**src/hdl/wdog_defines.vh**
```
/*
 * Constants of the watchdog / interval timer: register addresses, write
 * keys, field positions, reset values and the cycle counts of the
 * overflow pulses.
 * Assumes one system clock state equals one clk cycle.
 */
`ifndef WDOG_DEFINES_VH
`define WDOG_DEFINES_VH

// Register addresses on the internal bus
`define ADDR_TIMER_CTRL 16'hff74
`define ADDR_COUNT 16'hff75
`define ADDR_RESET_CTRL_WR 16'hff76
`define ADDR_RESET_CTRL_RD 16'hff77

// Upper-byte keys of guarded word writes (values of our own choosing)
`define KEY_COUNT 8'h5a
`define KEY_TIMER_CTRL 8'ha5
`define KEY_FLAG_CLEAR 8'ha5
`define KEY_RESET_CTRL 8'h5a

// Field positions of timer_control_status
`define BIT_TIMER_FLAG 7
`define BIT_MODE_SEL 6
`define BIT_TIMER_EN 5
`define CLK_SEL_HI 2
`define CLK_SEL_LO 0

// Field positions of reset_control_status
`define BIT_WD_FLAG 7
`define BIT_RST_EN 6
`define BIT_RST_TYPE 5

// Reset values and read-as-one patterns
`define COUNT_RESET 8'h00
`define COUNT_MAX 8'hff
`define CLK_SEL_RESET 3'h0
`define TIMER_CTRL_ONES 2'h3
`define RESET_CTRL_RESET 8'h1f
`define RESET_CTRL_ONES 5'h1f
`define READ_UNMAPPED 8'h00

// Durations in system clock states
`define CHIP_RST_CYCLES 10'd518
`define PULSE_OUT_LONG 10'd132
`define PULSE_OUT_SHORT 10'd130
`define WR_LOCK_CYCLES 10'd132

// Prescaler: divider width and log2 of each selectable divide ratio
`define PRE_WIDTH 17
`define PRE_SHIFT_0 5'd1
`define PRE_SHIFT_1 5'd6
`define PRE_SHIFT_2 5'd7
`define PRE_SHIFT_3 5'd9
`define PRE_SHIFT_4 5'd11
`define PRE_SHIFT_5 5'd13
`define PRE_SHIFT_6 5'd15
`define PRE_SHIFT_7 5'd17

`endif

```
**src/hdl/watchdog_interval_timer.v**
```verilog
/*
 * Watchdog / interval timer: 8-bit up counter on a prescaled tick,
 * timer and reset control/status registers behind guarded word writes,
 * overflow output pulse, chip reset request and interval interrupt.
 * Assumes rst is the synchronised external reset pin and that the bus
 * strobes are one-cycle pulses on clk.
 */
//
// Behaviour
// - reset control register loads 0x1f only on external reset, not on overflow.
// - watchdog flag sets on 0xff to 0x00 wrap in watchdog mode only.
// - watchdog flag clears by read-while-one then write of zero.
// - chip reset enable bit 6 set makes watchdog overflow reset the chip.
// - with enable clear, overflow still resets counter and timer control.
// - reset type bit 5: zero means power-on reset; one is forbidden.
// - reset control bits 4 to 0 always read one, writes ignored.
// - internal chip reset is held for 518 states.
// - external reset beats overflow reset and leaves watchdog flag zero.
// - overflow output lasts 132 states with enable set, else 130.
// - interval overflow sets timer flag and raises interrupt together.
// - registers are written only by word transfers; byte writes ignored.
// - counter and timer control share a write address, key picks target.
// - reset control writes are word transfers to 0xff76.
// - flag-clear form zeroes watchdog flag, keeps enable and type bits.
// - control form loads enable and type bits, keeps watchdog flag.
// - reads: timer control 0xff74, counter 0xff75, reset control 0xff77.
// - counter write wins over a tick in the same cycle.
// - 132 states after overflow writes ignored, flag reads not acknowledged.
// - enable set starts counting; cleared stops and zeroes the counter.
// - mode select zero is interval mode, one is watchdog mode.
// - clock select picks divide by 2 up to 131072 in eight steps.
// - timer flag sets on every interval-mode wrap, clears by read-one then write-zero.
`include "wdog_defines.vh"

module watchdog_interval_timer (
    // Clock and reset (reset is the external reset pin)
    input wire clk,
    input wire rst,
    // Internal register bus
    input wire [15:0] bus_addr,
    input wire [15:0] bus_wdata,
    input wire bus_word,
    input wire bus_wr,
    input wire bus_rd,
    output reg [7:0] bus_rdata,
    // Reset and overflow outputs
    output wire overflow_output_signal,
    output wire chip_reset_out,
    output reg reset_type_out,
    // Interrupt request
    output reg interval_interrupt
);

    // Counter and timer control/status state
    reg [7:0] timer_count_q;
    reg timer_overflow_flag_q;
    reg timer_mode_select_q;
    reg timer_enable_bit_q;
    reg [2:0] clock_select_q;
    reg timer_flag_armed_q;

    // Reset control/status state
    reg watchdog_overflow_flag_q;
    reg chip_reset_enable_q;
    reg wd_flag_armed_q;

    // Next values
    reg timer_overflow_flag_d;
    reg watchdog_overflow_flag_d;

    // Bus decode
    wire [7:0] wr_key;
    wire [7:0] wr_low;
    wire write_lock;
    wire wr_ok;
    wire wr_shared;
    wire wr_count;
    wire wr_timer_ctrl;
    wire wr_reset_addr;
    wire wr_flag_clear;
    wire wr_reset_ctrl;
    wire rd_timer_ctrl;
    wire rd_reset_ctrl;

    // Counting events
    wire tick;
    wire cnt_step;
    wire wrap;
    wire wd_wrap;
    wire it_wrap;

    // Readback images
    wire [7:0] timer_ctrl_image;
    wire [7:0] reset_ctrl_image;

    // Power-up image of reset control; the stored fields take their reset
    // values from its bits, so the reset value is kept in one place only
    localparam [7:0] RC_RESET = `RESET_CTRL_RESET;

    // Flag update: hardware set wins over a software clear in one cycle
    function next_flag;
        input flag;
        input set;
        input clr;
        begin
            next_flag = set | (flag & ~clr);
        end
    endfunction

    // Guarded write decoding; byte transfers never write
    assign wr_key = bus_wdata[15:8];
    assign wr_low = bus_wdata[7:0];
    assign wr_ok = bus_wr & bus_word & ~write_lock;
    assign wr_shared = wr_ok & (bus_addr == `ADDR_TIMER_CTRL);
    assign wr_count = wr_shared & (wr_key == `KEY_COUNT);
    assign wr_timer_ctrl = wr_shared & (wr_key == `KEY_TIMER_CTRL);
    assign wr_reset_addr = wr_ok & (bus_addr == `ADDR_RESET_CTRL_WR);

    // The clear form only counts when the written flag bit is zero
    assign wr_flag_clear = wr_reset_addr & (wr_key == `KEY_FLAG_CLEAR)
        & ~wr_low[`BIT_WD_FLAG];
    assign wr_reset_ctrl = wr_reset_addr & (wr_key == `KEY_RESET_CTRL);

    // Reads are ordinary byte reads at their own addresses
    assign rd_timer_ctrl = bus_rd & (bus_addr == `ADDR_TIMER_CTRL);
    assign rd_reset_ctrl = bus_rd & (bus_addr == `ADDR_RESET_CTRL_RD);

    // Tick source for the counter. The divider restarts with each enable,
    // so the first period is whole; changing the select while running may
    // cut one period short, which is why software stops the timer first
    wdog_prescaler u_prescaler (
        .clk(clk),
        .rst(rst),
        .run(timer_enable_bit_q),
        .sel(clock_select_q),
        .tick(tick)
    );

    // A counter write in the tick cycle drops that increment
    assign cnt_step = tick & timer_enable_bit_q & ~wr_count;
    assign wrap = cnt_step & (timer_count_q == `COUNT_MAX);
    assign wd_wrap = wrap & timer_mode_select_q;
    assign it_wrap = wrap & ~timer_mode_select_q;

    // Counter. Priority: watchdog wrap, then stop, then write, then tick. A stopped
    // counter ignores writes so that it always reads zero while disabled;
    // a wrap in watchdog mode ends the run and returns it to zero
    always @(posedge clk) begin
        if (rst) begin
            timer_count_q <= `COUNT_RESET;
        end else if (wd_wrap) begin
            timer_count_q <= `COUNT_RESET;
        end else if (!timer_enable_bit_q) begin
            timer_count_q <= `COUNT_RESET;
        end else if (wr_count) begin
            timer_count_q <= wr_low;
        end else if (cnt_step) begin
            timer_count_q <= timer_count_q + 8'h01;
        end
    end

    // Timer flag next value: only a zero write after an armed read clears
    always @* begin
        timer_overflow_flag_d = next_flag(timer_overflow_flag_q, it_wrap,
            wr_timer_ctrl & timer_flag_armed_q & ~wr_low[`BIT_TIMER_FLAG]);
    end

    // Timer control/status fields; a watchdog wrap returns them to reset
    always @(posedge clk) begin
        if (rst || wd_wrap) begin
            timer_overflow_flag_q <= 1'b0;
            timer_mode_select_q <= 1'b0;
            timer_enable_bit_q <= 1'b0;
            clock_select_q <= `CLK_SEL_RESET;
        end else begin
            timer_overflow_flag_q <= timer_overflow_flag_d;
            if (wr_timer_ctrl) begin
                timer_mode_select_q <= wr_low[`BIT_MODE_SEL];
                timer_enable_bit_q <= wr_low[`BIT_TIMER_EN];
                clock_select_q <= wr_low[`CLK_SEL_HI:`CLK_SEL_LO];
            end
        end
    end

    // Arm the timer flag clear on a read that saw it set; a timer control write disarms
    always @(posedge clk) begin
        if (rst || wd_wrap) begin
            timer_flag_armed_q <= 1'b0;
        end else if (wr_timer_ctrl) begin
            timer_flag_armed_q <= 1'b0;
        end else if (rd_timer_ctrl && timer_overflow_flag_q) begin
            timer_flag_armed_q <= 1'b1;
        end
    end

    // Interrupt follows the timer flag in interval mode, same edge as set.
    // The mode is taken from the write in flight so a switch to watchdog
    // mode masks the request at once rather than one cycle late
    always @(posedge clk) begin
        if (rst || wd_wrap) begin
            interval_interrupt <= 1'b0;
        end else begin
            interval_interrupt <= timer_overflow_flag_d
                & ~(wr_timer_ctrl ? wr_low[`BIT_MODE_SEL] : timer_mode_select_q);
        end
    end

    // Watchdog flag next value
    always @* begin
        watchdog_overflow_flag_d = next_flag(watchdog_overflow_flag_q, wd_wrap,
            wr_flag_clear & wd_flag_armed_q);
    end

    // Reset control/status: only the external reset touches it, and it
    // wins over a coincident overflow, so the flag ends at zero
    always @(posedge clk) begin
        if (rst) begin
            watchdog_overflow_flag_q <= RC_RESET[`BIT_WD_FLAG];
            chip_reset_enable_q <= RC_RESET[`BIT_RST_EN];
            reset_type_out <= RC_RESET[`BIT_RST_TYPE];
        end else begin
            watchdog_overflow_flag_q <= watchdog_overflow_flag_d;
            if (wr_reset_ctrl) begin
                chip_reset_enable_q <= wr_low[`BIT_RST_EN];
                reset_type_out <= wr_low[`BIT_RST_TYPE];
            end
        end
    end

    // Reads of the watchdog flag inside the lock window do not arm a clear.
    // Any accepted write to the reset control address disarms, so a stale
    // read can never be paired with a later, unrelated clear
    always @(posedge clk) begin
        if (rst) begin
            wd_flag_armed_q <= 1'b0;
        end else if (wr_reset_addr) begin
            wd_flag_armed_q <= 1'b0;
        end else if (rd_reset_ctrl && watchdog_overflow_flag_q && !write_lock) begin
            wd_flag_armed_q <= 1'b1;
        end
    end

    // Overflow output pulse, its length set by the chip reset enable
    wdog_pulse_timer u_overflow_pulse (
        .clk(clk),
        .rst(rst),
        .start(wd_wrap),
        .load(chip_reset_enable_q ? `PULSE_OUT_LONG : `PULSE_OUT_SHORT),
        .active(overflow_output_signal)
    );

    // Chip-wide power-on reset request, only with the enable bit set
    wdog_pulse_timer u_chip_reset (
        .clk(clk),
        .rst(rst),
        .start(wd_wrap & chip_reset_enable_q),
        .load(`CHIP_RST_CYCLES),
        .active(chip_reset_out)
    );

    // Write lock after a watchdog overflow; software must wait it out.
    // It outlasts the short output pulse by two cycles, so software that
    // polls the pulse alone must still allow that margin
    wdog_pulse_timer u_write_lock (
        .clk(clk),
        .rst(rst),
        .start(wd_wrap),
        .load(`WR_LOCK_CYCLES),
        .active(write_lock)
    );

    // Read images; reserved bits are fixed ones
    assign timer_ctrl_image = {timer_overflow_flag_q, timer_mode_select_q,
        timer_enable_bit_q, `TIMER_CTRL_ONES, clock_select_q};
    assign reset_ctrl_image = {watchdog_overflow_flag_q, chip_reset_enable_q,
        reset_type_out, `RESET_CTRL_ONES};

    // Read data registered one cycle after the strobe; held otherwise.
    // Holding the last value lets a slow reader sample it at leisure
    always @(posedge clk) begin
        if (rst) begin
            bus_rdata <= `READ_UNMAPPED;
        end else if (bus_rd) begin
            case (bus_addr)
                `ADDR_TIMER_CTRL: bus_rdata <= timer_ctrl_image;
                `ADDR_COUNT: bus_rdata <= timer_count_q;
                `ADDR_RESET_CTRL_RD: bus_rdata <= reset_ctrl_image;
                default: bus_rdata <= `READ_UNMAPPED;
            endcase
        end
    end

endmodule

```
**src/hdl/wdog_prescaler.v**
```verilog
/*
 * Counter tick prescaler: divider of the system clock, held at zero while stopped, with
 * eight selectable power-of-two ratios.
 * Assumes run and sel come from registers on the same clock.
 */
`include "wdog_defines.vh"

module wdog_prescaler (
    // Clock and reset
    input wire clk,
    input wire rst,
    // Control
    input wire run,
    input wire [2:0] sel,
    // Tick out, one cycle wide
    output reg tick
);

    reg [`PRE_WIDTH-1:0] div_q;
    wire [`PRE_WIDTH-1:0] mask;

    // Mask of the low divider bits that must all be one for a tick
    function [`PRE_WIDTH-1:0] ratio_mask;
        input [2:0] code;
        reg [4:0] shift;
        begin
            shift = `PRE_SHIFT_0;
            case (code)
                3'h0: shift = `PRE_SHIFT_0;
                3'h1: shift = `PRE_SHIFT_1;
                3'h2: shift = `PRE_SHIFT_2;
                3'h3: shift = `PRE_SHIFT_3;
                3'h4: shift = `PRE_SHIFT_4;
                3'h5: shift = `PRE_SHIFT_5;
                3'h6: shift = `PRE_SHIFT_6;
                default: shift = `PRE_SHIFT_7;
            endcase
            ratio_mask = ~({`PRE_WIDTH{1'b1}} << shift);
        end
    endfunction

    assign mask = ratio_mask(sel);

    // Divider held at zero while stopped so the first period is whole
    always @(posedge clk) begin
        if (rst || !run) begin
            div_q <= {`PRE_WIDTH{1'b0}};
            tick <= 1'b0;
        end else begin
            div_q <= div_q + {{(`PRE_WIDTH-1){1'b0}}, 1'b1};
            tick <= ((div_q & mask) == mask);
        end
    end

endmodule

```
**src/hdl/wdog_pulse_timer.v**
```verilog
/*
 * One-shot pulse timer: on start, its output goes high from the next
 * cycle for exactly load cycles.
 * Assumes start is a one-cycle pulse from logic on the same clock.
 */
module wdog_pulse_timer (
    // Clock and reset
    input wire clk,
    input wire rst,
    // Trigger and length
    input wire start,
    input wire [9:0] load,
    // Pulse out
    output reg active
);

    reg [9:0] cnt_q;

    // A new start restarts the count rather than extending it
    always @(posedge clk) begin
        if (rst) begin
            cnt_q <= 10'h000;
            active <= 1'b0;
        end else if (start) begin
            cnt_q <= load;
            active <= (load != 10'h000);
        end else begin
            if (cnt_q != 10'h000) begin
                cnt_q <= cnt_q - 10'h001;
            end
            active <= (cnt_q > 10'h001);
        end
    end

endmodule

```
**config.mk**
```make
export PLATFORM = sky130hd
export DESIGN_NAME = watchdog_interval_timer
export DESIGN_NICKNAME = d
export VERILOG_FILES = /design/src/hdl/watchdog_interval_timer.v /design/src/hdl/wdog_prescaler.v /design/src/hdl/wdog_pulse_timer.v
export VERILOG_INCLUDE_DIRS = /design/src /design/src/hdl
export SDC_FILE = /design/constraint.sdc
export NUM_CORES = 1
export LEC_CHECK = 0
export BUFFER_PORTS_ARGS = -buffer_cell sky130_fd_sc_hd__buf_2
export CORE_MARGIN = 5
export CORE_UTILIZATION = 53
export CTS_CLUSTER_DIAMETER = 100
export CTS_CLUSTER_SIZE = 28
export DETAILED_ROUTE_END_ITERATION = 6
export PLACE_DENSITY = 0.74
export SYNTH_ARGS = -nofsm -noshare
export SYNTH_HDL_FRONTEND = slang
export SYNTH_SLANG_ARGS = --single-unit
```
**constraint.sdc**
```tcl
create_clock -name clk -period 3.8 [get_ports clk]
set_input_delay 0.76 -clock clk [delete_from_list [all_inputs] [get_ports clk]]
set_output_delay 0.76 -clock clk [all_outputs]
set_load 0.01 [all_outputs]
```
# Word level (Yosys, flattened, before mapping)
# Cells that the tools add are included.
dict set report totals {
  register_bits 79
  in_bits 37
  out_inout_bits 12
  wordCells 116
}
dict set report classes {
  addsub 5
  order_cmp 3
  n_eq_ne 14
  shift 1
  n_mux 15
  bitwise 35
  reduce_logical 21
}
# cell count
set op_table {}
lappend op_table {{== test 16 bit (second input constant)} 4}
lappend op_table {{two-way mux 10 bit} 4}
lappend op_table {{nonzero test 10 bit} 4}
lappend op_table {{case mux 5 bit (7 select lines)} 1}
lappend op_table {{two-way mux 8 bit} 4}
lappend op_table {{> comparator 10 x 1 -> 1 bit (second input constant)} 3}
lappend op_table {{subtractor 10 x 1 -> 10 bit (second input constant)} 3}
lappend op_table {{case mux 8 bit (3 select lines)} 1}
lappend op_table {{bitwise AND 1 bit} 23}
lappend op_table {{adder 17 x 1 -> 17 bit (second input constant)} 1}
lappend op_table {{bitwise AND 17 bit} 1}
lappend op_table {{== test 17 bit} 1}
lappend op_table {{NOT 17 bit} 1}
lappend op_table {{left shift 17 x 5 -> 17 bit (first input constant)} 1}
lappend op_table {{== test 8 bit (second input constant)} 2}
lappend op_table {{== test 3 bit (second input constant)} 3}
lappend op_table {{adder 8 x 1 -> 8 bit (second input constant)} 1}
lappend op_table {{== test 8 x 7 -> 1 bit (second input constant)} 1}
lappend op_table {{NOT 1 bit} 8}
lappend op_table {{nonzero test 2 bit} 4}
lappend op_table {{OR reduction 2 bit} 4}
lappend op_table {{== test 3 x 2 -> 1 bit (second input constant)} 2}
lappend op_table {{two-way mux 1 bit} 4}
lappend op_table {{== test 3 x 1 -> 1 bit (second input constant)} 1}
lappend op_table {{other kinds (7)} 12}

# Depth between registers and ports, before layout
# Gate-level depths: netlist of the first run.
dict set report depth {
  depth_word 10
  depth_mapped 8
}

# Cells and area by module
# A second synthesis of the first run with hierarchy kept.
dict set report hier_totals {
  hier_cells 526
  hier_area_um2 4455.5
}
# mod instances cells_each area_per_inst_um2 seq_area_each_um2
set by_module_without_submodules {}
lappend by_module_without_submodules {wdog_pulse_timer 3 81 660.6 220.2}
lappend by_module_without_submodules {watchdog_interval_timer 1 178 1592.8 560.5}
lappend by_module_without_submodules {wdog_prescaler 1 105 880.8 360.3}

# Worst setup path before layout of the first run
# No wires, ideal clock.
dict set report synth_timing {
  path_type {input to register}
  startpoint {in bus_addr[7]}
  endpoint {reg u_chip_reset.cnt_q[4]}
  arrival_ns 2.208
  required_ns 3.734
  path_slack_ns 1.526
  cell_stages 6
  n_path_buf 1
  path_cell_list {nand2b_1 > or4_4 > or2_1 > buf_6 > a41o_4 > a21oi_2}
}
dict set report synth_between {
  elab_chain_len 9
}
# element line
set synth_lines {}
lappend synth_lines {{start: declaration} watchdog_interval_timer.v:40} ;# input wire [15:0] bus_addr,
lappend synth_lines {{== test 16 bit} n/a}
lappend synth_lines {{bitwise AND 1 bit} watchdog_interval_timer.v:114} ;# assign wr_shared = wr_ok & (bus_addr == `ADDR_TIMER_CTRL);
lappend synth_lines {{bitwise AND 1 bit} watchdog_interval_timer.v:115} ;# assign wr_count = wr_shared & (wr_key == `KEY_COUNT);
lappend synth_lines {{NOT 1 bit} watchdog_interval_timer.v:140} ;# assign cnt_step = tick & timer_enable_bit_q & ~wr_count;
lappend synth_lines {{bitwise AND 1 bit} watchdog_interval_timer.v:140}
lappend synth_lines {{bitwise AND 1 bit} watchdog_interval_timer.v:141} ;# assign wrap = cnt_step & (timer_count_q == `COUNT_MAX);
lappend synth_lines {{bitwise AND 1 bit} watchdog_interval_timer.v:142} ;# assign wd_wrap = wrap & timer_mode_select_q;
lappend synth_lines {{bitwise AND 1 bit} watchdog_interval_timer.v:256} ;# .start(wd_wrap & chip_reset_enable_q),
lappend synth_lines {{OR reduction 2 bit (no source line)} n/a}
lappend synth_lines {{end signal: assignment} wdog_pulse_timer.v:25} ;# cnt_q <= load;
lappend synth_lines {{end signal: assignment} wdog_pulse_timer.v:29} ;# cnt_q <= cnt_q - 10'h001;
lappend synth_lines {{end: declaration} wdog_pulse_timer.v:17} ;# reg [9:0] cnt_q;
# No other way between the ends.
# A chain may end at the register's enable or synchronous reset.

# Worst setup path in the final report of the first run
dict set report layout_timing {
  startpoint {in bus_addr[7]}
  endpoint {reg timer_flag_armed_q}
}
dict set report layout_between {
  elab_chain_len 9
  word_cells_on_any_way 12
  cone_classes {1 x eq/ne; 8 x bitwise; 3 x reduce/logical}
}
# element line
set layout_lines {}
lappend layout_lines {{== test 16 bit *} n/a}
lappend layout_lines {{bitwise AND 1 bit} watchdog_interval_timer.v:114}
lappend layout_lines {{bitwise AND 1 bit} watchdog_interval_timer.v:115}
lappend layout_lines {{NOT 1 bit} watchdog_interval_timer.v:140}
lappend layout_lines {{bitwise AND 1 bit} watchdog_interval_timer.v:140}
lappend layout_lines {{bitwise AND 1 bit} watchdog_interval_timer.v:141}
lappend layout_lines {{bitwise AND 1 bit} watchdog_interval_timer.v:142}
lappend layout_lines {{logical OR 1 bit} watchdog_interval_timer.v:187} ;# if (rst || wd_wrap) begin
lappend layout_lines {{OR reduction 2 bit (no source line)} n/a}
lappend layout_lines {{end signal: assignment} watchdog_interval_timer.v:188} ;# timer_flag_armed_q <= 1'b0;
lappend layout_lines {{end signal: assignment} watchdog_interval_timer.v:190} ;# timer_flag_armed_q <= 1'b0;
lappend layout_lines {{end signal: assignment} watchdog_interval_timer.v:192} ;# timer_flag_armed_q <= 1'b1;
lappend layout_lines {{end: declaration} watchdog_interval_timer.v:60} ;# reg timer_flag_armed_q;
# Mark *: on every way between the ends. The rest lies on a longest branch, timed or not.

==> out/qor.csv, run 1 <==
stage,metric,value,unit
floorplanning,rows,31,
logic_synthesis,synthDistinctLibCells,54,
timing,layout_min_cycle_time,2.54,ns
cts,clock_path_buffers,2,
finish,antenna_cells,0,
run,drv_cap,0,
cts,insertion_delay,0.35,ns
timing,hold_viol,0,
finish,n_fill_cell,672,
global_routing,grt_antenna_before_repair,0,
finish,drive_gt1_share,15.5,%
worst_setup_path,max_stage_delay,0.58,ns
placed_design,dp_slack,0.883,ns
logic_synthesis,synth_area_leaders,"dfxtp_1, nor2_1, xor2_1, mux2i_1, a21oi_1",
floorplanning,start_util,53.6,%
timing,fmax,393,MHz
worst_setup_path,cp.arrival,2.81,ns
cts,path_clk_slew,0.08,ns
power_and_ir_drop,cellPowerDensity,608,mW/mm^2
cts,cts_tree,yes,
power_and_ir_drop,p_leak,1.72,nW
power_and_ir_drop,peakVddDrop,392,uV
global_routing,overflow,0,
placed_design,dp_hpwl,5.90,mm
logic_synthesis,yosysWarnings,0,
timing,setup_tns,0,ns
worst_setup_path,critPathLaunchType,primary input,
worst_setup_path,end_kind,flop,
worst_setup_path,cpMostUsedCell,nand2b_1,
logic_synthesis,ys_seq_area_share,41.3,%
detailed_routing,wire_per_inst,13.8,um
timing,fin_worst_skew,0.0143,ns
finish,multi_input_area,0.00214,sq mm
logic_synthesis,synth.cell_area,0.00383,sq mm
timing,rsz0062_at_grt,no,
global_routing,grt_pass1_wl,13.8,mm
floorplanning,fp.dieW,95.0,um
timing,slew_viol_final,0,
worst_setup_path,cp_max_fo,21,
logic_synthesis,yosysTopAreaCellShare,41.3,%
finish,seqCellArea,0.00158,sq mm
cts,postCtsSetupBuffers,0,
cts,cts_buffers,9,
detailed_routing,firstDrtPassIters,5,
cts,htree_levels,3,
timing,finalSetupViolations,0,
worst_setup_path,worst_path_max_delay_cell,or4_4,
cts,root_buffer,clkbuf_8,
detailed_routing,vias,3234,
timing,min_period_over_period,66.9,%
placed_design,io_buffers,48,
logic_synthesis,synth_nets,484,
detailed_routing,antenna_left,0,
logic_synthesis,synth_ff_type,dfxtp_1,
cts,cts_hold_buf,0,
logic_synthesis,ys_ff_latch,79,
detailed_routing,finalWirelength,8.13,mm
finish,area_growth,13.4,%
detailed_routing,viasPerCell,5.50,
placed_design,place_area,0.00412,sq mm
floorplanning,fp.coreArea,0.00714,sq mm
logic_synthesis,avgSynthCellArea,8.72,sq um
worst_setup_path,crit_path_cell_trace,buf_2 -> nand2b_1 -> or4_4 -> o211ai_4 -> nand2b_1 -> nor3b_1,
logic_synthesis,synth_top_area_cell,dfxtp_1,
logic_synthesis,async_flop_share,0,%
timing,worst_slew_pin_slew,0.839,ns
finish,fin_area,0.00434,sq mm
timing,fin_ws,1.26,ns
timing,max-slew-margin-rel,44.1,%
logic_synthesis,yosysMostFrequentCell,dfxtp_1,
placed_design,finalWeightedCongestion,0.840,
global_routing,track_usage,19.4,%
cts,cts_resized,0,
detailed_routing,drc_errors,0,
worst_hold_path,hp-class,flop to flop,
floorplanning,die_h,95.0,um
cts,cts.sinks,79,
floorplanning,ios,49,
worst_setup_path,crit_type,primary input to flop,
global_routing,grt_max_degree,29,
worst_setup_path,required,4.07,ns
logic_synthesis,synth-edff-count,0,
floorplanning,dieArea,0.00902,sq mm
finish,nets,529,
global_routing,grt_pass1_vias,3063,
logic_synthesis,synth_cells,439,
detailed_routing,drt_iter0_markers,172,
logic_synthesis,synthTopCellsByCount,"dfxtp_1, nor2_1, a21oi_1",
status,status,completed,
[placed cells by master, fill, tap and decap left out, drive strengths merged, types with 3 or more instances in the layout]
master	n
clkbuf	9
mux2i	17
nand2b	12
and2	4
nor2	69
nor3	13
dfxtp	79
o221ai	3
or3	8
nand4bb	3
o211ai	4
a211oi	10
xnor2	12
nand4b	6
ha	8
nand3	21
and3	5
buf	48
o21ai	14
inv	12
nor4	8
nand4	9
a21oi	30
or4	3
nand2	26
xor2	20
nor2b	10
[flip-flops by register name, indices dropped and copies added (netlist names), 3 cells and up]
register,count
u_prescaler.div_q,17
u_chip_reset.cnt_q,10
u_overflow_pulse.cnt_q,10
u_write_lock.cnt_q,10
bus_rdata,8
timer_count_q,8
clock_select_q,3
[metrics by stage]
| stage | hold slack, ns | util (%) | power, W | cells |
|---|---|---|---|---|
| after floorplan | 0.453 | - | 0.00179 | 439 |
| after global placement | 0.456 | 57.7 | 0.00193 | 572 |
| after detailed placement | 0.455 | 57.7 | 0.00197 | 572 |
| after CTS | 0.469 | 60.8 | 0.00266 | 588 |
| after global routing | 0.485 | 60.8 | 0.00285 | 588 |
| final | 0.465 | 60.8 | 0.00264 | 588 |
[worst max-delay path, delay by kind of cell]
| kind | cells | cell delay (ns) |
|---|---|---|
| compound gates | 1 | 0.36 |
| buf+inv | 1 | 0.10 |
| simple gates | 4 | 1.59 |
[final timing paths]
kind	to	slack (ns)	depth (start not counted)	start
setup / recovery	timer_flag_armed_q	1.26	6	bus_addr[7]
hold / removal	bus_rdata[4]	0.47	2	bus_rdata[4]
setup reg to reg	u_write_lock.cnt_q[0]	1.42	6	timer_count_q[0]
hold reg to reg	bus_rdata[4]	0.47	2	bus_rdata[4]
[area by class of cell]
cell class | instances | area share (%)
Timing Repair Buffer | 48 | 5.54
Sequential cell | 79 | 36.5
Tap cell | 99 | 2.86
Multi-Input combinational cell | 336 | 49.2
Clock buffer | 9 | 2.86
Clock inverter | 7 | 2.19
Inverter | 10 | 0.865
[cells by family (layout without fill, tap and decap cells)]
kind of cell | after synthesis | count (layout) | share of synthesized area (%)
compound gates | 70 | 70 | 11.9
fa+ha+maj | 8 | 8 | 2.62
flops | 79 | 79 | 41.3
mux | 18 | 18 | 4.74
buf+inv | 24 | 74 | 2.84
xor+xnor | 32 | 32 | 7.33
simple gates | 208 | 208 | 29.2
[power breakdown]
group / total, W / switching [W] / internal, W
logic: 0.000886 / 0.000482 / 0.000405
registers: 0.00107 / 0.000109 / 0.000958
clock network: 0.000685 / 0.000313 / 0.000372
[routing by layer]
| metal | track usage [%] | part of all wire (%) | up-vias |
|---|---|---|---|
| li1 | - | - | 1649 |
| met1 | 24.8 | 46 | 1491 |
| met2 | 31.1 | 46 | 84 |
| met3 | 5.10 | 6.1 | 10 |
| met4 | 7.81 | 1.9 | 0 |
| met5 | 0 | 0 | - |
(Power assumes the default switching activity.)
==> run 2, diff against run 1 <==
ABC_AREA = 1   (was unset)
PLACE_DENSITY = 0.76   (was 0.74)
clock period = 2.3 ns   (was 3.8 ns; I/O delays follow)
==> run 2 against run 1 <==
Clock power up 62%. Area after synthesis grew 9.2%. Critical path type is now flop to flop. Hold slack worse by 0.076 ns. Combinational power grew 70%. Clock skew shrank 0.00083 ns. Die area is 8.2% higher. Highest routed layer unchanged. Sequential share of layout area down 3.0 points. Register-to-register slack worse by 1.1 ns. Critical path depth grew 2.
==> out/qor.csv, run 2 <==
stage,metric,value,unit,change
timing,finalSetupViolations,0,,unchanged
logic_synthesis,synth-simple-area-share,34.5,%,+5.3 points
global_routing,grtUsageMet1,24.3,%,-0.55 points
logic_synthesis,synth_compound_area_share,11.5,%,-0.41 points
floorplanning,dieArea,0.00976,sq mm,+8.2%
power_and_ir_drop,switchingPower,0.00155,W,+71%
logic_synthesis,synth_fa_ha_area_share,2.40,%,-0.22 points
cts,cts.sinks,79,,unchanged
floorplanning,fp.dieW,98.8,um,+4.0%
logic_synthesis,synth_cells,585,,+33%
logic_synthesis,synth_ff_type,dfxtp_1,,
cts,cts_buffers,9,,unchanged
worst_hold_path,hp-class,primary input to flop,,
timing,rsz0062_at_grt,no,,
power_and_ir_drop,cellPowerDensity,924,mW/mm^2,+52%
worst_setup_path,cp.arrival,2.19,ns,-0.62 ns
finish,antenna_cells,0,,unchanged
cts,path_clk_slew,0.09,ns,about the same
global_routing,grt_busiest_layer,met2,,
global_routing,grt_pass1_wl,15.8,mm,+14%
logic_synthesis,yosysWarnings,0,,unchanged
logic_synthesis,ys_ff_latch,79,,unchanged
detailed_routing,drc_errors,0,,unchanged
power_and_ir_drop,peakVddDrop,597,uV,+52%
cts,htree_levels,3,,unchanged
status,status,completed,,
global_routing,grt_antenna_before_repair,0,,unchanged
placed_design,dp_slack,0.363,ns,-0.520 ns
finish,top_register,u_prescaler.div_q,,
timing,hold_viol,0,,unchanged
cts,cts_resized,0,,unchanged
power_and_ir_drop,p_leak,2.00,nW,+16%
finish,final_cell_mix,"nand2_1, nor2_1, dfxtp_1, inv_1, buf_2",,
finish,mostFrequentLayoutCell,nand2_1,,
detailed_routing,wire_per_inst,12.3,um,-11%
worst_setup_path,cp_max_fo,22,,+4.8%
worst_setup_path,required,2.53,ns,-1.54 ns
timing,fin_ws,0.337,ns,-0.919 ns
floorplanning,start_util,54.3,%,+0.73 points
finish,drive_gt1_share,18.2,%,+2.6 points
logic_synthesis,yosysMostFrequentCell,nand2_1,,
cts,postCtsSetupBuffers,0,,unchanged
timing,fin_worst_skew,0.0135,ns,-0.000834 ns
global_routing,use_met3,3.89,%,-1.2 points
worst_setup_path,end_kind,flop,,
logic_synthesis,synthXorXnorAreaFrac,5.45,%,-1.9 points
finish,seqCellArea,0.00158,sq mm,unchanged
power_and_ir_drop,pwr-share-seq,39.9,%,-0.6 points
cts,insertion_delay,0.35,ns,about the same
cts,clock_path_buffers,2,,unchanged
detailed_routing,antenna_left,0,,unchanged
logic_synthesis,synth_area_leaders,"dfxtp_1, nand2_1, nor2_1, inv_1, xor2_1",,
floorplanning,fp.coreArea,0.00769,sq mm,+7.7%
detailed_routing,vias,3800,,+18%
timing,worst_slew_pin_slew,0.492,ns,-0.347 ns
finish,area_growth,13.2,%,
global_routing,met2_usage,33.2,%,+2.1 points
timing,fmax,510,MHz,
logic_synthesis,synthDistinctLibCells,36,,-33%
logic_synthesis,synth_nets,630,,+30%
logic_synthesis,synth.cell_area,0.00418,sq mm,+9.2%
finish,largest_reg_flops,17,,unchanged
logic_synthesis,ys_seq_area_share,37.9,%,-3.5 points
placed_design,io_buffers,48,,unchanged
global_routing,track_usage,19.4,%,-0.040 points
power_and_ir_drop,clock_power_share,25.5,%,-0.5 points
floorplanning,rows,32,,+3.2%
timing,setup_tns,0,ns,unchanged
cts,cts_tree,yes,,
global_routing,grt_pass1_vias,3648,,+19%
finish,fin_area,0.00473,sq mm,+9.0%
logic_synthesis,synth_mux_area_share,0,%,-4.7 points
run,drv_cap,0,,unchanged
floorplanning,ios,49,,unchanged
detailed_routing,finalWirelength,9.18,mm,+13%
timing,min_period_over_period,85.3,%,
logic_synthesis,synth_top_family_by_area,simple AND/OR/NAND/NOR gates,,
power_and_ir_drop,combPwrFrac,34.7,%,+1.1 points
finish,n_fill_cell,728,,+8.3%
worst_setup_path,critPathLaunchType,flop,,
placed_design,finalWeightedCongestion,0.884,,+5.3%
cts,cts_hold_buf,0,,unchanged
worst_setup_path,crit_type,flop to flop,,
logic_synthesis,synth-edff-count,0,,unchanged
logic_synthesis,yosysTopAreaCellShare,37.9,%,-3.5 points
detailed_routing,firstDrtPassIters,4,,-1
finish,nets,685,,+29%
global_routing,overflow,0,,unchanged
finish,multi_input_area,0.00225,sq mm,+5.4%
placed_design,place_area,0.00452,sq mm,+9.7%
placed_design,dp_hpwl,7.02,mm,+19%
detailed_routing,viasPerCell,5.09,,-7.4%
cts,root_buffer,clkbuf_8,,
logic_synthesis,synthTopCellsByCount,"nand2_1, nor2_1, dfxtp_1",,
power_and_ir_drop,p_sw_share,35.4,%,+1.2 points
global_routing,grt_max_degree,23,,-21%
timing,max-slew-margin-rel,66.9,%,+23 points
floorplanning,die_h,98.8,um,+4.0%
power_and_ir_drop,p_int,0.00282,W,+62%
logic_synthesis,avgSynthCellArea,7.14,sq um,-18%
logic_synthesis,synth_top_area_cell,dfxtp_1,,
logic_synthesis,async_flop_share,0,%,unchanged
detailed_routing,drt_iter0_markers,205,,+19%
timing,slew_viol_final,0,,unchanged
timing,layout_min_cycle_time,1.96,ns,
## run 2: cell types whose count changed in the layout (fill, tap and decap cells not counted), sizes merged, moves of 10 or more
cell	previous run	this run
nand2	26	122
inv	12	79
nor2	69	97
nand3	21	40
mux2i	17	0
a21oi	30	46
nand2b	12	0
nor2b	10	0
## run 2: logic make-up after synthesis
logic type | after synthesis
fa+ha+maj | 8
compound gates | 81
flops | 79
xor+xnor | 26
buf+inv | 86
simple gates | 305
## run 2: metal layers
| metal | routed length, um | share of wire, % |
|---|---|---|
| met1 | 4120 | 45 |
| met2 | 4490 | 49 |
| met3 | 407 | 4.4 |
| met4 | 155 | 1.7 |
| met5 | 0 | 0 |
## run 2: stage by stage
| stage | cells | util [%] | hold slack, ns | total power, W |
|---|---|---|---|---|
| 2_1_floorplan | 585 | - | 0.430 | 0.00298 |
| 3_3_place_gp | 731 | 58.8 | 0.445 | 0.00322 |
| 3_5_place_dp | 731 | 58.8 | 0.454 | 0.00328 |
| 4_1_cts | 746 | 61.5 | 0.376 | 0.00440 |
| 5_1_grt | 746 | 61.5 | 0.377 | 0.00473 |
| 6_report | 746 | 61.5 | 0.389 | 0.00437 |
## run 2: cell type report
type                    count  area share (%)
clock inverters             5            1.72
well taps                 102            2.70
repair buffers             51            5.56
flip-flops and latches     79            33.4
inverters                  79            6.27
multi-input cells         420            47.6
clock buffers              10            2.70
## run 2: worst paths after layout
kind                                              end  slack, ns                  start  depth (start not counted)
worst max-delay path               interval_interrupt       0.34       timer_count_q[0]                          8
worst max register to register     interval_interrupt       0.34       timer_count_q[0]                          8
worst min-delay path                clock_select_q[2]       0.39           bus_wdata[2]                          3
worst min register to register  u_prescaler.div_q[12]       0.46  u_prescaler.div_q[12]                          2
## run 2: power by group through the flow
stage	logic, W	clock network [W]	registers (W)
global placement	0.00146	0	0.00177
floorplan	0.00123	0	0.00174
CTS	0.00152	0.00113	0.00174
global route	0.00176	0.00119	0.00177
finish	0.00151	0.00111	0.00174
detailed placement	0.00151	0	0.00177
## run 2: critical path: stages, from the launching register on
cell and delay, ns:
dfxtp_1 0.40, ha_1 0.22, nand3_1 0.12, nor2_2 0.17
nand3_2 0.11, nor2_4 0.16, nand4_4 0.25, nand2_4 0.34
nor2_2 0.07
==> run 3, diff against run 2 <==
CORE_MARGIN = 8   (was 5)
GPL_ROUTABILITY_DRIVEN = 0   (was unset)
PLACE_DENSITY = 0.74   (was 0.76)
clock period = 2.1 ns   (was 2.3 ns; I/O delays follow)
==> run 3 against run 2 <==
Combinational power rose by 12%. Sequential cell count did not move. Critical path type unchanged. Sequential share of layout area fell by 0.35 points. Worst setup slack got worse by 0.14 ns. Critical endpoint is now u_overflow_pulse.cnt_q[9]. Largest cell class unchanged.
==> out/qor.csv, run 3 (same netlist as run 2, synthesis figures left out) <==
stage,metric,value,unit,change
cts,path_clk_slew,0.08,ns,about the same
detailed_routing,drt_iter0_markers,190,,-7.3%
timing,fin_ws,0.199,ns,-0.139 ns
detailed_routing,antenna_left,0,,unchanged
cts,cts_buffers,9,,unchanged
power_and_ir_drop,p_leak,2.03,nW,+1.3%
worst_hold_path,hold_path.startpoint,bus_wdata[2],,
timing,max-slew-margin-rel,65.3,%,-1.6 points
floorplanning,die_h,105,um,+6.1%
detailed_routing,wl_met2,4.60,mm,+2.4%
worst_setup_path,cp_max_fo,22,,unchanged
cts,htree_levels,3,,unchanged
worst_setup_path,worstReg2RegStart,timer_count_q[0],,
worst_setup_path,worstPathBufferInverterCount,0,,unchanged
timing,setup_tns,0,ns,unchanged
worst_setup_path,worst_path_max_delay_cell,dfxtp_1,,
cts,clock_path_buffers,2,,unchanged
floorplanning,rows,32,,unchanged
power_and_ir_drop,cellPowerDensity,1040,mW/mm^2,+12%
worst_setup_path,crit_path_cell_trace,ha_1 -> nand3_1 -> nor2_2 -> nand3_2 -> nor2_4 -> nand4_4 -> nand2_4 -> nor3_1,,
finish,final_cell_mix,"nand2_1, nor2_1, dfxtp_1, inv_1, buf_2",,
worst_setup_path,cp.arrival,2.13,ns,-0.06 ns
global_routing,grt_antenna_before_repair,0,,unchanged
floorplanning,ios,49,,unchanged
placed_design,dpl.cell_count,733,,+0.27%
timing,worst_slew_pin_slew,0.517,ns,+0.0243 ns
finish,largest_reg_flops,17,,unchanged
finish,mostFrequentLayoutCell,nand2_1,,
global_routing,grt_pass1_wl,16.2,mm,+2.5%
worst_setup_path,cp_top_family,simple AND/OR/NAND/NOR gates,,
global_routing,track_usage,17.4,%,-2.0 points
cts,cts_hold_buf,0,,unchanged
cts,postCtsSetupBuffers,0,,unchanged
timing,layout_min_cycle_time,1.90,ns,-0.0614 ns
detailed_routing,wire_per_inst,12.7,um,+2.9%
floorplanning,fp.coreArea,0.00769,sq mm,unchanged
floorplanning,fp.dieW,105,um,+6.1%
finish,n_fill_cell,721,,-0.96%
floorplanning,dieArea,0.0110,sq mm,+13%
finish,antenna_cells,0,,unchanged
cts,insertion_delay,0.35,ns,about the same
placed_design,dp_slack,0.180,ns,-0.183 ns
finish,drive_gt1_share,18.6,%,+0.41 points
worst_setup_path,crit_type,flop to flop,,
worst_setup_path,max_stage_delay,0.39,ns,about the same
worst_hold_path,hp-class,primary input to flop,,
cts,cts.sinks,79,,unchanged
finish,area_growth,14.4,%,
timing,fmax,526,MHz,+3.2%
power_and_ir_drop,peakVddDrop,469,uV,-21%
worst_setup_path,startpoint,timer_count_q[0],,
global_routing,grt_pass1_vias,3704,,+1.5%
timing,slew_viol_final,0,,unchanged
timing,hold-worst-slack,0.346,ns,-0.0437 ns
worst_setup_path,required,2.33,ns,-0.20 ns
cts,cts_tree,yes,,
detailed_routing,finalWirelength,9.47,mm,+3.2%
run,drv_cap,0,,unchanged
detailed_routing,vias,3842,,+1.1%
global_routing,overflow,0,,unchanged
cts,root_buffer,clkbuf_8,,
placed_design,io_buffers,48,,unchanged
worst_setup_path,critPathLaunchType,flop,,
detailed_routing,highest_layer,met4,,
finish,fin_cells,748,,+0.27%
timing,min_period_over_period,90.5,%,+5.2 points
global_routing,grt_max_degree,23,,unchanged
status,status,completed,,
finish,nets,687,,+0.29%
detailed_routing,wl_met1,4.25,mm,+3.0%
timing,rsz0062_at_grt,no,,
worst_setup_path,end_kind,flop,,
detailed_routing,drc_errors,0,,unchanged
detailed_routing,routed-wl-met3,476,um,+17%
detailed_routing,firstDrtPassIters,4,,unchanged
timing,hold_viol,0,,unchanged
timing,finalSetupViolations,0,,unchanged
cts,cts_resized,0,,unchanged
finish,top_register,u_prescaler.div_q,,
placed_design,dp_hpwl,7.18,mm,+2.2%
timing,fin_worst_skew,0.00886,ns,-0.00464 ns
detailed_routing,viasPerCell,5.14,,+0.83%
floorplanning,start_util,54.3,%,unchanged
==> run 3: area by class of cell <==
type / instances / area, sq um / area share, %
well taps: 102 / 128 / 2.67
multi-input cells: 420 / 2250 / 47.1
clock inverters: 5 / 106 / 2.23
repair buffers: 53 / 278 / 5.81
flip-flops and latches: 79 / 1580 / 33.1
clock buffers: 10 / 138 / 2.88
inverters: 79 / 297 / 6.21
==> run 3: worst reg2reg max path, cell delays in order (launching register included) <==
cell and delay, ns:
dfxtp_1 0.39, ha_1 0.20, nand3_1 0.12, nor2_2 0.14
nand3_2 0.10, nor2_4 0.16, nand4_4 0.25, nand2_4 0.34
nor3_1 0.08
==> run 3: report_power, final <==
part / internal, W / total [W] / switching [W]
logic: 0.000703 / 0.00169 / 0.000990
registers: 0.00173 / 0.00191 / 0.000179
clock network: 0.000817 / 0.00136 / 0.000544
total: 0.00325 / 0.00496 / 0.00171
==> run 3: metal layers <==
layer	up-vias	global-route usage [%]
li1	1991	-
met1	1756	20.0
met2	81	30.3
met3	14	5.04
met4	0	5.71
met5	-	0
==> run 3: path summary, 6_finish.rpt <==
path / to / cells after the start / slack [ns]
worst min-delay path: clock_select_q[2] / 3 / 0.35
worst max register to register: u_overflow_pulse.cnt_q[9] / 8 / 0.20
worst min register to register: u_prescaler.div_q[12] / 2 / 0.46
worst max-delay path: u_overflow_pulse.cnt_q[9] / 8 / 0.20
==> run 3: through the flow <==
| step | utilization [%] | power [W] | cell area, sq um |
|---|---|---|---|
| 2_1_floorplan | - | 0.00326 | 4180 |
| 6_report | 62.2 | 0.00496 | 4780 |
| 4_1_cts | 62.2 | 0.00500 | 4780 |
| 5_1_grt | 62.2 | 0.00534 | 4780 |
| 3_3_place_gp | 59.0 | 0.00356 | 4530 |
| 3_5_place_dp | 59.0 | 0.00362 | 4530 |
